[config.mk]
export PLATFORM = sky130hd
export DESIGN_NAME = cpwm_core
export DESIGN_NICKNAME = d
export VERILOG_FILES = /design/src/rtl/cpwm_pkg.sv /design/src/rtl/cpwm_core.sv
export VERILOG_INCLUDE_DIRS = /design/src /design/src/rtl
export SDC_FILE = /design/constraint.sdc
export NUM_CORES = 1
export LEC_CHECK = 0
export BUFFER_PORTS_ARGS = -buffer_cell sky130_fd_sc_hd__buf_2
export CORE_UTILIZATION = 40
export DETAILED_ROUTE_END_ITERATION = 7
export MAX_ROUTING_LAYER = met4
export PLACE_DENSITY = 0.59
export SKIP_LAST_GASP = 1
export SYNTH_ARGS = -nofsm -noshare
export SYNTH_HDL_FRONTEND = slang
export SYNTH_SLANG_ARGS = --single-unit
export TNS_END_PERCENT = 100
[constraint.sdc]
create_clock -name clk_sys -period 3.76 [get_ports clk_sys]
set_clock_uncertainty 0.1 [all_clocks]
set_input_delay 0.752 -clock clk_sys [delete_from_list [all_inputs] [get_ports clk_sys]]
set_output_delay 0.752 -clock clk_sys [all_outputs]
set_load 0.01 [all_outputs]
[src/rtl/cpwm_cfg.svh]
// Purpose: Offsets, field positions and reset values of the complementary PWM block
// Assumes: 16-bit counter, word registers on a plain strobe port
// Notes: Summary of operation
// Summary of operation
// - Period register sets triangular count period
// - Toggle pin inverts every half period
// - Compare one drives output 1 pin pair
// - Compare two drives output 2 pin pair
// - Compare three drives output 3 pin pair
// - General register c0 has no function
// - Buffer one holds next output 1 point
// - Buffer two holds next output 2 point
// - Buffer three holds next output 3 point
// - Dead-time counter preload, up/down, overflow flag
// - Toggle pin starts at initial-level bit
// - Count-start flags start and stop counters
`ifndef CPWM_CFG_SVH
`define CPWM_CFG_SVH
`define ADDR_PERIOD 4'h0
`define ADDR_PWM1 4'h1
`define ADDR_PWM2 4'h2
`define ADDR_PWM3 4'h3
`define ADDR_GEN_C0 4'h4
`define ADDR_BUF1 4'h5
`define ADDR_BUF2 4'h6
`define ADDR_BUF3 4'h7
`define ADDR_DEAD 4'h8
`define ADDR_START 4'h9
`define ADDR_CTRL 4'hA
`define ADDR_STATUS 4'hB
`define ADDR_PORT1 4'hC
`define BIT_START0 0
`define BIT_START1 1
`define BIT_BUF1_EN 0
`define BIT_BUF2_EN 1
`define BIT_BUF3_EN 2
`define BIT_TOGGLE_INIT 3
`define BIT_OVF 0
`define RST_PERIOD 16'hFFFF
`define RST_DEAD 16'h0001
`define RST_ZERO 16'h0000
`endif

[src/rtl/cpwm_pkg.sv]
// Purpose: Types shared by the complementary PWM block
// Assumes: Constants live in cpwm_cfg.svh
// Notes: Register bus request travels as one struct
package cpwm_pkg;
	typedef struct packed {
		logic [3:0] addr;
		logic [15:0] wdata;
		logic wr;
		logic rd;
	} bus_req_t;
	typedef struct packed {
		logic normal;
		logic counter;
	} pin_pair_t;
	typedef enum logic [1:0] {
		DIR_UP = 2'b01,
		DIR_DOWN = 2'b10
	} dir_t;
endpackage

[src/rtl/cpwm_core.sv]
// Purpose: Three-phase complementary PWM with dead time and buffered change points
// Assumes: Count source is clk_sys; software keeps documented value ranges
// Notes: Read data valid the cycle after the read strobe
`timescale 1ns/10ps
`default_nettype none
`include "cpwm_cfg.svh"
module cpwm_core (
	input wire logic clk_sys,
	input wire logic rst_n,
	input wire cpwm_pkg::bus_req_t bus_req,
	output logic [15:0] rdata,
	output logic half_period_toggle_pin,
	output cpwm_pkg::pin_pair_t pwm1_pin,
	output cpwm_pkg::pin_pair_t pwm2_pin,
	output cpwm_pkg::pin_pair_t pwm3_pin,
	output logic [7:0] port_one_latch
);
	logic [15:0] period_compare;
	logic [15:0] unused_general_c0;
	logic [15:0] dead_time;
	logic [15:0] dead_time_counter;
	logic [15:0] cmp [3];
	logic [15:0] buf_q [3];
	logic [2:0] buf_en;
	logic toggle_initial_level;
	logic chan0_count_start;
	logic chan1_count_start;
	logic ovf;
	logic running;
	logic [15:0] tri_cnt;
	cpwm_pkg::dir_t dir;
	logic at_top;
	logic at_bottom;
	logic [2:0] level;
	logic [15:0] dt_cnt [3];
	logic [2:0] nrm;
	logic [2:0] cnt;
	logic wr;

	assign wr = bus_req.wr;
	// Counting only with both channels started
	assign running = chan0_count_start & chan1_count_start;
	assign at_top = (tri_cnt == period_compare);
	assign at_bottom = (tri_cnt == `RST_ZERO);

	// Register writes
	always_ff @(posedge clk_sys or negedge rst_n) begin
		if (!rst_n) begin
			period_compare <= `RST_PERIOD;
			unused_general_c0 <= `RST_ZERO;
			dead_time <= `RST_DEAD;
			buf_en <= 3'h0;
			toggle_initial_level <= 1'b0;
			chan0_count_start <= 1'b0;
			chan1_count_start <= 1'b0;
			port_one_latch <= 8'h00;
		end else if (wr) begin
			case (bus_req.addr)
				`ADDR_PERIOD: period_compare <= bus_req.wdata;
				`ADDR_GEN_C0: unused_general_c0 <= bus_req.wdata;
				`ADDR_DEAD: dead_time <= bus_req.wdata;
				`ADDR_CTRL: begin
					buf_en <= bus_req.wdata[2:0];
					toggle_initial_level <= bus_req.wdata[`BIT_TOGGLE_INIT];
				end
				`ADDR_START: begin
					chan0_count_start <= bus_req.wdata[`BIT_START0];
					chan1_count_start <= bus_req.wdata[`BIT_START1];
				end
				`ADDR_PORT1: port_one_latch <= bus_req.wdata[7:0];
				default: ;
			endcase
		end
	end

	// Triangular counter, preloaded with the dead time while stopped
	always_ff @(posedge clk_sys or negedge rst_n) begin
		if (!rst_n) begin
			tri_cnt <= `RST_ZERO;
			dir <= cpwm_pkg::DIR_UP;
		end else if (!running) begin
			tri_cnt <= dead_time;
			dir <= cpwm_pkg::DIR_UP;
		end else begin
			case (dir)
				cpwm_pkg::DIR_UP: begin
					if (at_top) begin
						dir <= cpwm_pkg::DIR_DOWN;
						tri_cnt <= tri_cnt - 16'h0001;
					end else begin
						tri_cnt <= tri_cnt + 16'h0001;
					end
				end
				cpwm_pkg::DIR_DOWN: begin
					if (at_bottom) begin
						dir <= cpwm_pkg::DIR_UP;
						tri_cnt <= tri_cnt + 16'h0001;
					end else begin
						tri_cnt <= tri_cnt - 16'h0001;
					end
				end
				default: dir <= cpwm_pkg::DIR_UP;
			endcase
		end
	end
	assign dead_time_counter = tri_cnt;

	// Overflow flag: counter wrapping past all-ones; cleared by writing status with bit 0 low
	always_ff @(posedge clk_sys or negedge rst_n) begin
		if (!rst_n) begin
			ovf <= 1'b0;
		end else if (running && dir == cpwm_pkg::DIR_UP && tri_cnt == 16'hFFFF && !at_top) begin
			ovf <= 1'b1;
		end else if (wr && bus_req.addr == `ADDR_STATUS && !bus_req.wdata[`BIT_OVF]) begin
			ovf <= 1'b0;
		end
	end

	// Half-period toggle at each turn of the triangle
	always_ff @(posedge clk_sys or negedge rst_n) begin
		if (!rst_n) begin
			half_period_toggle_pin <= 1'b0;
		end else if (!running) begin
			half_period_toggle_pin <= toggle_initial_level;
		end else if ((dir == cpwm_pkg::DIR_UP && at_top) ||
				(dir == cpwm_pkg::DIR_DOWN && at_bottom)) begin
			half_period_toggle_pin <= ~half_period_toggle_pin;
		end
	end

	genvar g;
	generate
		for (g = 0; g < 3; g++) begin : g_phase
			// Compare and buffer register per output
			always_ff @(posedge clk_sys or negedge rst_n) begin
				if (!rst_n) begin
					cmp[g] <= `RST_ZERO;
					buf_q[g] <= `RST_ZERO;
				end else begin
					if (wr && bus_req.addr == 4'(`ADDR_PWM1 + g)) begin
						cmp[g] <= bus_req.wdata;
					end else if (running && buf_en[g] && dir == cpwm_pkg::DIR_DOWN && at_bottom) begin
						cmp[g] <= buf_q[g];
					end
					if (wr && bus_req.addr == 4'(`ADDR_BUF1 + g)) begin
						buf_q[g] <= bus_req.wdata;
					end
				end
			end
			assign level[g] = running && (tri_cnt >= cmp[g]);
			// Dead-time delayed rising edges on each side
			always_ff @(posedge clk_sys or negedge rst_n) begin
				if (!rst_n) begin
					dt_cnt[g] <= `RST_ZERO;
					nrm[g] <= 1'b0;
					cnt[g] <= 1'b0;
				end else if (!running) begin
					// Both pins idle while stopped; dead time again on restart
					nrm[g] <= 1'b0;
					cnt[g] <= 1'b0;
					dt_cnt[g] <= dead_time;
				end else if (level[g] != nrm[g] && level[g] == cnt[g]) begin
					// Level changed: drop active side at once, start dead time
					nrm[g] <= 1'b0;
					cnt[g] <= 1'b0;
					dt_cnt[g] <= dead_time;
				end else if (!nrm[g] && !cnt[g]) begin
					if (dt_cnt[g] > 16'h0001) begin
						dt_cnt[g] <= dt_cnt[g] - 16'h0001;
					end else if (running) begin
						nrm[g] <= level[g];
						cnt[g] <= ~level[g];
					end
				end
			end
		end
	endgenerate

	assign pwm1_pin = '{normal: nrm[0], counter: cnt[0]};
	assign pwm2_pin = '{normal: nrm[1], counter: cnt[1]};
	assign pwm3_pin = '{normal: nrm[2], counter: cnt[2]};

	// Read data the cycle after the strobe
	always_ff @(posedge clk_sys or negedge rst_n) begin
		if (!rst_n) begin
			rdata <= `RST_ZERO;
		end else if (bus_req.rd) begin
			case (bus_req.addr)
				`ADDR_PERIOD: rdata <= period_compare;
				`ADDR_PWM1: rdata <= cmp[0];
				`ADDR_PWM2: rdata <= cmp[1];
				`ADDR_PWM3: rdata <= cmp[2];
				`ADDR_GEN_C0: rdata <= unused_general_c0;
				`ADDR_BUF1: rdata <= buf_q[0];
				`ADDR_BUF2: rdata <= buf_q[1];
				`ADDR_BUF3: rdata <= buf_q[2];
				`ADDR_DEAD: rdata <= dead_time_counter;
				`ADDR_START: rdata <= {14'h0000, chan1_count_start, chan0_count_start};
				`ADDR_CTRL: rdata <= {12'h000, toggle_initial_level, buf_en};
				`ADDR_STATUS: rdata <= {15'h0000, ovf};
				`ADDR_PORT1: rdata <= {8'h00, port_one_latch};
				default: rdata <= `RST_ZERO;
			endcase
		end else begin
			rdata <= `RST_ZERO;
		end
	end

	// Counter and toggle checks
	a_toggle_half: assert property (@(posedge clk_sys) disable iff (!rst_n)
		(running && $past(running) && dir == cpwm_pkg::DIR_UP && at_top) |=>
		half_period_toggle_pin != $past(half_period_toggle_pin))
		else $error("toggle pin did not invert at top");
	a_toggle_bottom: assert property (@(posedge clk_sys) disable iff (!rst_n)
		(running && dir == cpwm_pkg::DIR_DOWN && at_bottom) |=>
		half_period_toggle_pin != $past(half_period_toggle_pin))
		else $error("toggle pin did not invert at bottom");
	a_toggle_hold: assert property (@(posedge clk_sys) disable iff (!rst_n)
		(running && !(dir == cpwm_pkg::DIR_UP && at_top) &&
		!(dir == cpwm_pkg::DIR_DOWN && at_bottom))
		|=> $stable(half_period_toggle_pin))
		else $error("toggle pin moved between turns");
	a_toggle_init: assert property (@(posedge clk_sys) disable iff (!rst_n)
		!running |=> half_period_toggle_pin == $past(toggle_initial_level))
		else $error("toggle pin not at initial level");
	a_period_bound: assert property (@(posedge clk_sys) disable iff (!rst_n)
		(running && $past(running) && $past(at_top) && $past(dir) == cpwm_pkg::DIR_UP)
		|-> dir == cpwm_pkg::DIR_DOWN)
		else $error("counter did not turn at period");
	a_bottom_turn: assert property (@(posedge clk_sys) disable iff (!rst_n)
		(running && $past(running) && $past(at_bottom) && $past(dir) == cpwm_pkg::DIR_DOWN)
		|-> dir == cpwm_pkg::DIR_UP)
		else $error("counter did not turn at bottom");
	a_up_count: assert property (@(posedge clk_sys) disable iff (!rst_n)
		(running && dir == cpwm_pkg::DIR_UP && !at_top)
		|=> tri_cnt == 16'($past(tri_cnt) + 16'h0001))
		else $error("counter did not count up");
	a_down_count: assert property (@(posedge clk_sys) disable iff (!rst_n)
		(running && dir == cpwm_pkg::DIR_DOWN && !at_bottom)
		|=> tri_cnt == 16'($past(tri_cnt) - 16'h0001))
		else $error("counter did not count down");
	a_stop_preload: assert property (@(posedge clk_sys) disable iff (!rst_n)
		(rst_n && !running) |=> tri_cnt == $past(dead_time))
		else $error("counter not preloaded");

	// Compare and buffer checks
	a_cmp1_write: assert property (@(posedge clk_sys) disable iff (!rst_n)
		(wr && bus_req.addr == `ADDR_PWM1) |=> cmp[0] == $past(bus_req.wdata))
		else $error("compare write lost");
	a_cmp2_write: assert property (@(posedge clk_sys) disable iff (!rst_n)
		(wr && bus_req.addr == `ADDR_PWM2) |=> cmp[1] == $past(bus_req.wdata))
		else $error("compare write lost");
	a_cmp_write: assert property (@(posedge clk_sys) disable iff (!rst_n)
		(wr && bus_req.addr == `ADDR_PWM3) |=> cmp[2] == $past(bus_req.wdata))
		else $error("compare write lost");
	a_buf1_write: assert property (@(posedge clk_sys) disable iff (!rst_n)
		(wr && bus_req.addr == `ADDR_BUF1) |=> buf_q[0] == $past(bus_req.wdata))
		else $error("buffer write lost");
	a_buf2_write: assert property (@(posedge clk_sys) disable iff (!rst_n)
		(wr && bus_req.addr == `ADDR_BUF2) |=> buf_q[1] == $past(bus_req.wdata))
		else $error("buffer write lost");
	a_buf3_write: assert property (@(posedge clk_sys) disable iff (!rst_n)
		(wr && bus_req.addr == `ADDR_BUF3) |=> buf_q[2] == $past(bus_req.wdata))
		else $error("buffer write lost");
	a_buf_xfer: assert property (@(posedge clk_sys) disable iff (!rst_n)
		(running && buf_en[0] && dir == cpwm_pkg::DIR_DOWN && at_bottom && !wr)
		|=> cmp[0] == $past(buf_q[0]))
		else $error("buffer not transferred");
	a_buf_xfer2: assert property (@(posedge clk_sys) disable iff (!rst_n)
		(running && buf_en[1] && dir == cpwm_pkg::DIR_DOWN && at_bottom && !wr)
		|=> cmp[1] == $past(buf_q[1]))
		else $error("buffer not transferred");
	a_buf_xfer3: assert property (@(posedge clk_sys) disable iff (!rst_n)
		(running && buf_en[2] && dir == cpwm_pkg::DIR_DOWN && at_bottom && !wr)
		|=> cmp[2] == $past(buf_q[2]))
		else $error("buffer not transferred");
	a_buf_hold: assert property (@(posedge clk_sys) disable iff (!rst_n)
		(rst_n && !buf_en[0] && !(wr && bus_req.addr == `ADDR_PWM1))
		|=> $stable(cmp[0]))
		else $error("compare moved with buffer off");

	// Pin and control checks
	a_pair_excl: assert property (@(posedge clk_sys) disable iff (!rst_n)
		!(nrm[0] && cnt[0]) && !(nrm[1] && cnt[1]) && !(nrm[2] && cnt[2]))
		else $error("both phases active");
	a_dead_nrm: assert property (@(posedge clk_sys) disable iff (!rst_n)
		$rose(nrm[0]) |-> !$past(cnt[0]))
		else $error("normal pin rose without dead time");
	a_dead_cnt: assert property (@(posedge clk_sys) disable iff (!rst_n)
		$rose(cnt[0]) |-> !$past(nrm[0]))
		else $error("counter pin rose without dead time");
	a_stop_pins: assert property (@(posedge clk_sys) disable iff (!rst_n)
		!running [*2] |=> !nrm[1] && !cnt[1])
		else $error("pins active while stopped");
	a_start_on: assert property (@(posedge clk_sys) disable iff (!rst_n)
		(wr && bus_req.addr == `ADDR_START && bus_req.wdata[1:0] == 2'b11)
		|=> running)
		else $error("counting did not start");
	a_start_off: assert property (@(posedge clk_sys) disable iff (!rst_n)
		(wr && bus_req.addr == `ADDR_START && bus_req.wdata[1:0] != 2'b11)
		|=> !running)
		else $error("counting did not stop");
	a_rd_period: assert property (@(posedge clk_sys) disable iff (!rst_n)
		(bus_req.rd && bus_req.addr == `ADDR_PERIOD) |=> rdata == $past(period_compare))
		else $error("period read wrong");
endmodule
`default_nettype wire

* Word-level counts from Yosys, hierarchy flattened
Index checks and enable logic that the tools add are counted.
Word-level totals: RAM bits 0, output and inout port bits 31, bits in latches 0, bits in read-only memories 0, bits of input ports 24, memories 0, register bits after elaboration 248, logic and storage cells 194
Cells by class: reductions and logical operators 59, bitwise logic cells 5, shift operators 0, add/sub/neg operators 5, muxes and demuxes 56, equal/unequal tests 35, $mul 0, div/mod/pow operators 0, $lt $le $gt $ge 6
Operator list (count):
- 16-bit 2-to-1 mux | 22
- 16-bit one-hot mux with 13 select lines | 1
- 16-bit by 1-bit subtractor with 16-bit output, second input constant | 4
- 16-bit greater-or-equal comparator | 3
- 16-bit by 1-bit > comparator with 1-bit output, second input constant | 3
- 16-bit one-hot mux with 2 select lines | 1
- 1-bit logical AND | 31
- 1-bit 2-to-1 mux | 28
- 2-bit AND reduction | 13
- 3-bit by 1-bit != test with 1-bit output, second input constant | 7
- 4-bit == test, second input constant | 5
- 16-bit by 1-bit adder with 16-bit output, second input constant | 1
- 16-bit == test | 1
- 16-bit == test, second input constant | 1
- 4-bit by 3-bit == test with 1-bit output, second input constant | 4
- 16-bit logical NOT | 1
- 3-bit != test, second input constant | 5
- 4-bit by 2-bit == test with 1-bit output, second input constant | 2
- 1-bit logical NOT | 8
- 2-bit nonzero test | 4
- 2-bit 2-to-1 mux | 3
- 4-bit by 1-bit == test with 1-bit output, second input constant | 1
- 4-bit logical NOT | 1
- 1-bit inverter | 4
- 8 further kinds | 12

* Depth between registers and ports, before layout
depth after elaboration 7, mapped depth 10, depth with buffers taken out 9

* Worst setup path after synthesis
Ideal clock, no wire load.
kind reg-to-reg, from register tri_cnt[0], in the netlist dead_time_counter[0], to register dt_cnt[21] in the netlist's numbering, slack 0.931 ns, required time 3.535 ns, clock period less this slack 2.829 ns, path buffers 1, data arrival time 2.605 ns, library setup time 0.125 ns, stages on the path, launching flop included 11, cells stage by stage dfrtp_1 -> inv_1 -> ha_1 -> and3_1 -> o21ai_0 -> a31oi_1 -> a211oi_1 -> nand2b_1 -> o221ai_2 -> buf_4 -> mux2_2
On the way: cells in the longest elaborated chain, start to end 6, elaborated cells between the ends (all ways) 10, classes of those cells order compare: 1; eq/ne: 4; mux: 2; reduce/logical: 3
RTL lines:
- from (decl) | RTL line cpwm_core.sv:30 | logic [15:0] tri_cnt;
- from (signal assigned) | RTL line cpwm_core.sv:79 | tri_cnt <= `RST_ZERO;
- from (signal assigned) | RTL line cpwm_core.sv:82 | tri_cnt <= dead_time;
- from (signal assigned) | RTL line cpwm_core.sv:89 | tri_cnt <= tri_cnt - 16'h0001;
- 16-bit greater-or-equal comparator * | RTL line cpwm_core.sv:150 | assign level[g] = running && (tri_cnt >= cmp[g]);
- 1-bit logical AND * | RTL line cpwm_core.sv:150
- 1-bit != test / 1-bit == test (equally long branches) | RTL line cpwm_core.sv:162 | end else if (level[g] != nrm[g] && level[g] == cnt[g]) begin
- 1-bit logical AND * | RTL line cpwm_core.sv:162
- 3-bit by 1-bit != test with 1-bit output (no source line) / 16-bit 2-to-1 mux (equally long branches)
- 2-bit AND reduction (no source line) / 16-bit 2-to-1 mux (equally long branches)
- to (signal, indexed assignment) | RTL line cpwm_core.sv:161 | dt_cnt[g] <= dead_time;
- to (signal, indexed assignment) | RTL line cpwm_core.sv:166 | dt_cnt[g] <= dead_time;
- to (signal, indexed assignment) | RTL line cpwm_core.sv:169 | dt_cnt[g] <= dt_cnt[g] - 16'h0001;
- to (decl) | RTL line cpwm_core.sv:35 | logic [15:0] dt_cnt [3];
Every way passes the cells marked *; elsewhere a longest branch is shown, timed or not. A chain may end at the register's enable or synchronous reset.

* Final worst setup path
from register tri_cnt[0], in the netlist dead_time_counter[0], to register dt_cnt[41] in the netlist's numbering
The elaborated chain is that of the path after synthesis.

==> flow_metrics.tcl <==
set metrics [dict create \
    drt-pass1-iter-count 8 \
    cts_resized 0 \
    cts_hold_buf 0 \
    place_congestion 0.925 \
    timing.hold.ws_ns 0.115 \
    cts_tree "done" \
    syn-cell-area_um2 14000 \
    grt_pass1_vias 10931 \
    r2r_start "dead_time_counter[0]" \
    fin_area_um2 16000 \
    antenna_cells 0 \
    drt_iter0_drc 820 \
    synth-main-ff-cell "dfrtp_1" \
    total_power_mw 10.2 \
    numPortBuffers 54 \
    initial_core_util_pct 40.6 \
    layout_min_cycle_time_ns 3.36 \
    drv_slew 0 \
    setup_violations 0 \
    postCtsSetupRepairBufs 0 \
    synth.largest_area_cell "dfrtp_1" \
    ios 55 \
    worstSetupStartpointType "flip-flop" \
    worstHoldPathType "in -> async" \
    seq_area_frac_synth_pct 44.5 \
    synthArstFlopShare_pct 100 \
    tightestPinTransition_ns 1.05 \
    wl_per_cell_um 22.9 \
    ant_nets 0 \
    numClockSinks 248 \
    die_x_um 189 \
    areaGrowthSynthToFinish_pct 14.0 \
    r2r-end "dt_cnt[41]" \
    period_share_pct 89.4 \
    dieArea_um2 35800 \
    antenna_found_initial 0 \
    routed_wl_um 42900 \
    num_vias 10854 \
    viasPerCell 5.79 \
    violations "design-rule violations" \
    arrival_ns 3.71 \
    startpoint "dead_time_counter[0]" \
    end_kind "flip-flop" \
    yosys_warnings 0 \
    max_cap_violations 0 \
    ctsHtreeMaxLevel 1 \
    worstSetupPathType "reg -> reg" \
    synth_cells 1337 \
    ir_drop_v 0.000384 \
    syn_nets 1418 \
    placed_cell_area_um2 15000 \
    grt_pass1_wl_um 66400 \
    synth_top_cell_area_share_pct 41.1 \
    rows 68 \
    postLayoutCoreUtil_pct 46.2 \
    rsz0062_at_grt "no" \
    grt_max_degree 90 \
    setup.worst_path.end "dt_cnt[41]" \
    cts_root_buf "clkbuf_16" \
    syn_area_per_cell_um2 10.5 \
    path_clk_slew_ns 0.06 \
    rrSetupSlack_ns 0.40 \
    synthTopCellsByArea "dfrtp_1, mux2_2, ha_1" \
    layout.nets 1476 \
    drive_gt1_share_pct 25.2 \
    slew_headroom_pct 29.9 \
    drc 1 \
    required_ns 4.10 \
    clk_latency_ns 0.57 \
    fillers 3284 \
    die_h_um 189 \
    ys_seq_elements 248 \
    reg2regPathDepth 10 \
    dpl.hpwl_um 30700 \
    grt_usage_pct 24.9 \
    synth_cell_types 66 \
    coreArea_um2 34500 \
    outcome "complete, but fails checks" \
    cts_buffers 29 \
    power_density_nw_per_um2 638 \
    fmaxAchievable_mhz 297 \
    crit_path_max_fanout 11 \
    p_leak_nw 7.21 \
    fin_setup_tns_ns 0 \
    grt_overflow 0 \
    clockBufferDepth 3 \
    synth_edf_count 0 \
    hold_viol 0 \
]
cell families after synthesis:
| family | Yosys count | share of synthesized area (%) |
|---|---|---|
| fa+ha+maj | 57 | 5.09 |
| simple gates | 321 | 11.6 |
| buf+inv | 151 | 4.40 |
| flops | 248 | 44.5 |
| compound gates | 274 | 13.3 |
| mux | 220 | 17.1 |
| xor+xnor | 66 | 4.13 |
through the flow:
step / setup slack (ns) / std cells
floorplan: 0.931 / 1337
detailed placement: 0.387 / 1819
CTS: 0.384 / 1873
global route: 0.234 / 1873
global placement: 0.435 / 1819
finish: 0.397 / 1873
registers in the layout, indices dropped and copies added, names as in the netlist, 16 cells and up:
name / cells
period_compare: 16
unused_general_c0: 16
dead_time: 16
dt_cnt: 48
dead_time_counter: 16
rdata: 16
cmp: 48
buf_q: 48
cells in the mapped netlist (3+ instances only):
library cell and count:
dfrtp_1 230, mux2_2 151, nand2_1 124, o21ai_0 85
inv_1 69, mux2i_1 69, ha_1 57, nor2_1 55
clkbuf_1 49, xnor2_1 42, a21oi_1 40, a22oi_1 32
xor2_1 24, a221oi_1 19, dfstp_2 18, nand3_1 18
nor3_1 18, nand4_1 17, buf_1 16, a31oi_1 15
and3_1 15, a22o_1 14, or4_1 12, a222oi_1 11
nand2b_1 11, nor4_1 10, buf_2 9, nor2b_1 8
nor4_2 7, o31ai_1 7, nor3_2 6, o211ai_1 6
or3_1 6, a211oi_1 5, a32oi_1 4, buf_4 4
o21a_1 4, o221ai_1 4, buf_6 3, nand3b_1 3
o21ai_1 3, o221a_2 3, o22ai_1 3
layout by cell type (no fill, tap or decap), drive strengths merged, types with 19 or more instances in the layout:
| master | Yosys | layout |
|---|---|---|
| dfrtp | 230 | 230 |
| mux2 | 151 | 151 |
| nand2 | 124 | 124 |
| buf | 32 | 109 |
| o21ai | 88 | 88 |
| inv | 69 | 71 |
| mux2i | 69 | 69 |
| ha | 57 | 57 |
| nor2 | 55 | 55 |
| xnor2 | 42 | 42 |
| a21oi | 41 | 41 |
| clkbuf | 50 | 39 |
| a22oi | 32 | 32 |
| xor2 | 24 | 24 |
| nor3 | 24 | 24 |
| a221oi | 19 | 19 |
area by class of cell:
class	count	area, um2	share of cell area, %
well taps	455	569	3.57
multi-input cells	938	7200	45.1
clock buffers	39	813	5.09
flip-flops and latches	248	6230	39.0
inverters	69	259	1.62
clock inverters	15	146	0.917
repair buffers	109	743	4.66
worst min-delay path by stage:
stage          slack (ns)  cells past startpoint          to     from
3_3_place_gp         0.39                      2      cmp[7]   cmp[7]
6_report             0.12                      1  dt_cnt[29]    rst_n
4_1_cts              0.15                      1  dt_cnt[28]    rst_n
2_1_floorplan        0.36                      0   buf_en[0]    rst_n
5_1_grt              0.18                      1  dt_cnt[29]    rst_n
3_5_place_dp         0.39                      2     cmp[43]  cmp[43]
report_power, final:
| part | internal, mW | switching (mW) |
|---|---|---|
| clock network | 1.66 | 1.19 |
| logic | 1.45 | 1.82 |
| registers | 3.38 | 0.695 |
routing by layer:
metal  vias up  global-route usage, %  wire [um]
met4         0                   6.45       1090
met1      5492                   33.6      19500
met2       304                   39.5      20300
li1       4981                      -          -
met5         -                      -          0
met3        77                   3.28       2040
worst max-delay path, stage by stage (launching register included):
cell	delay (ns)
dfrtp_1	0.38
inv_1	0.27
ha_1	0.29
and3_1	0.16
o21ai_0	0.24
a31oi_1	0.12
a211oi_1	0.62
a31oi_1	0.21
o31ai_2	0.18
buf_4	0.31
mux2_2	0.35
(Power assumes the default switching activity.)
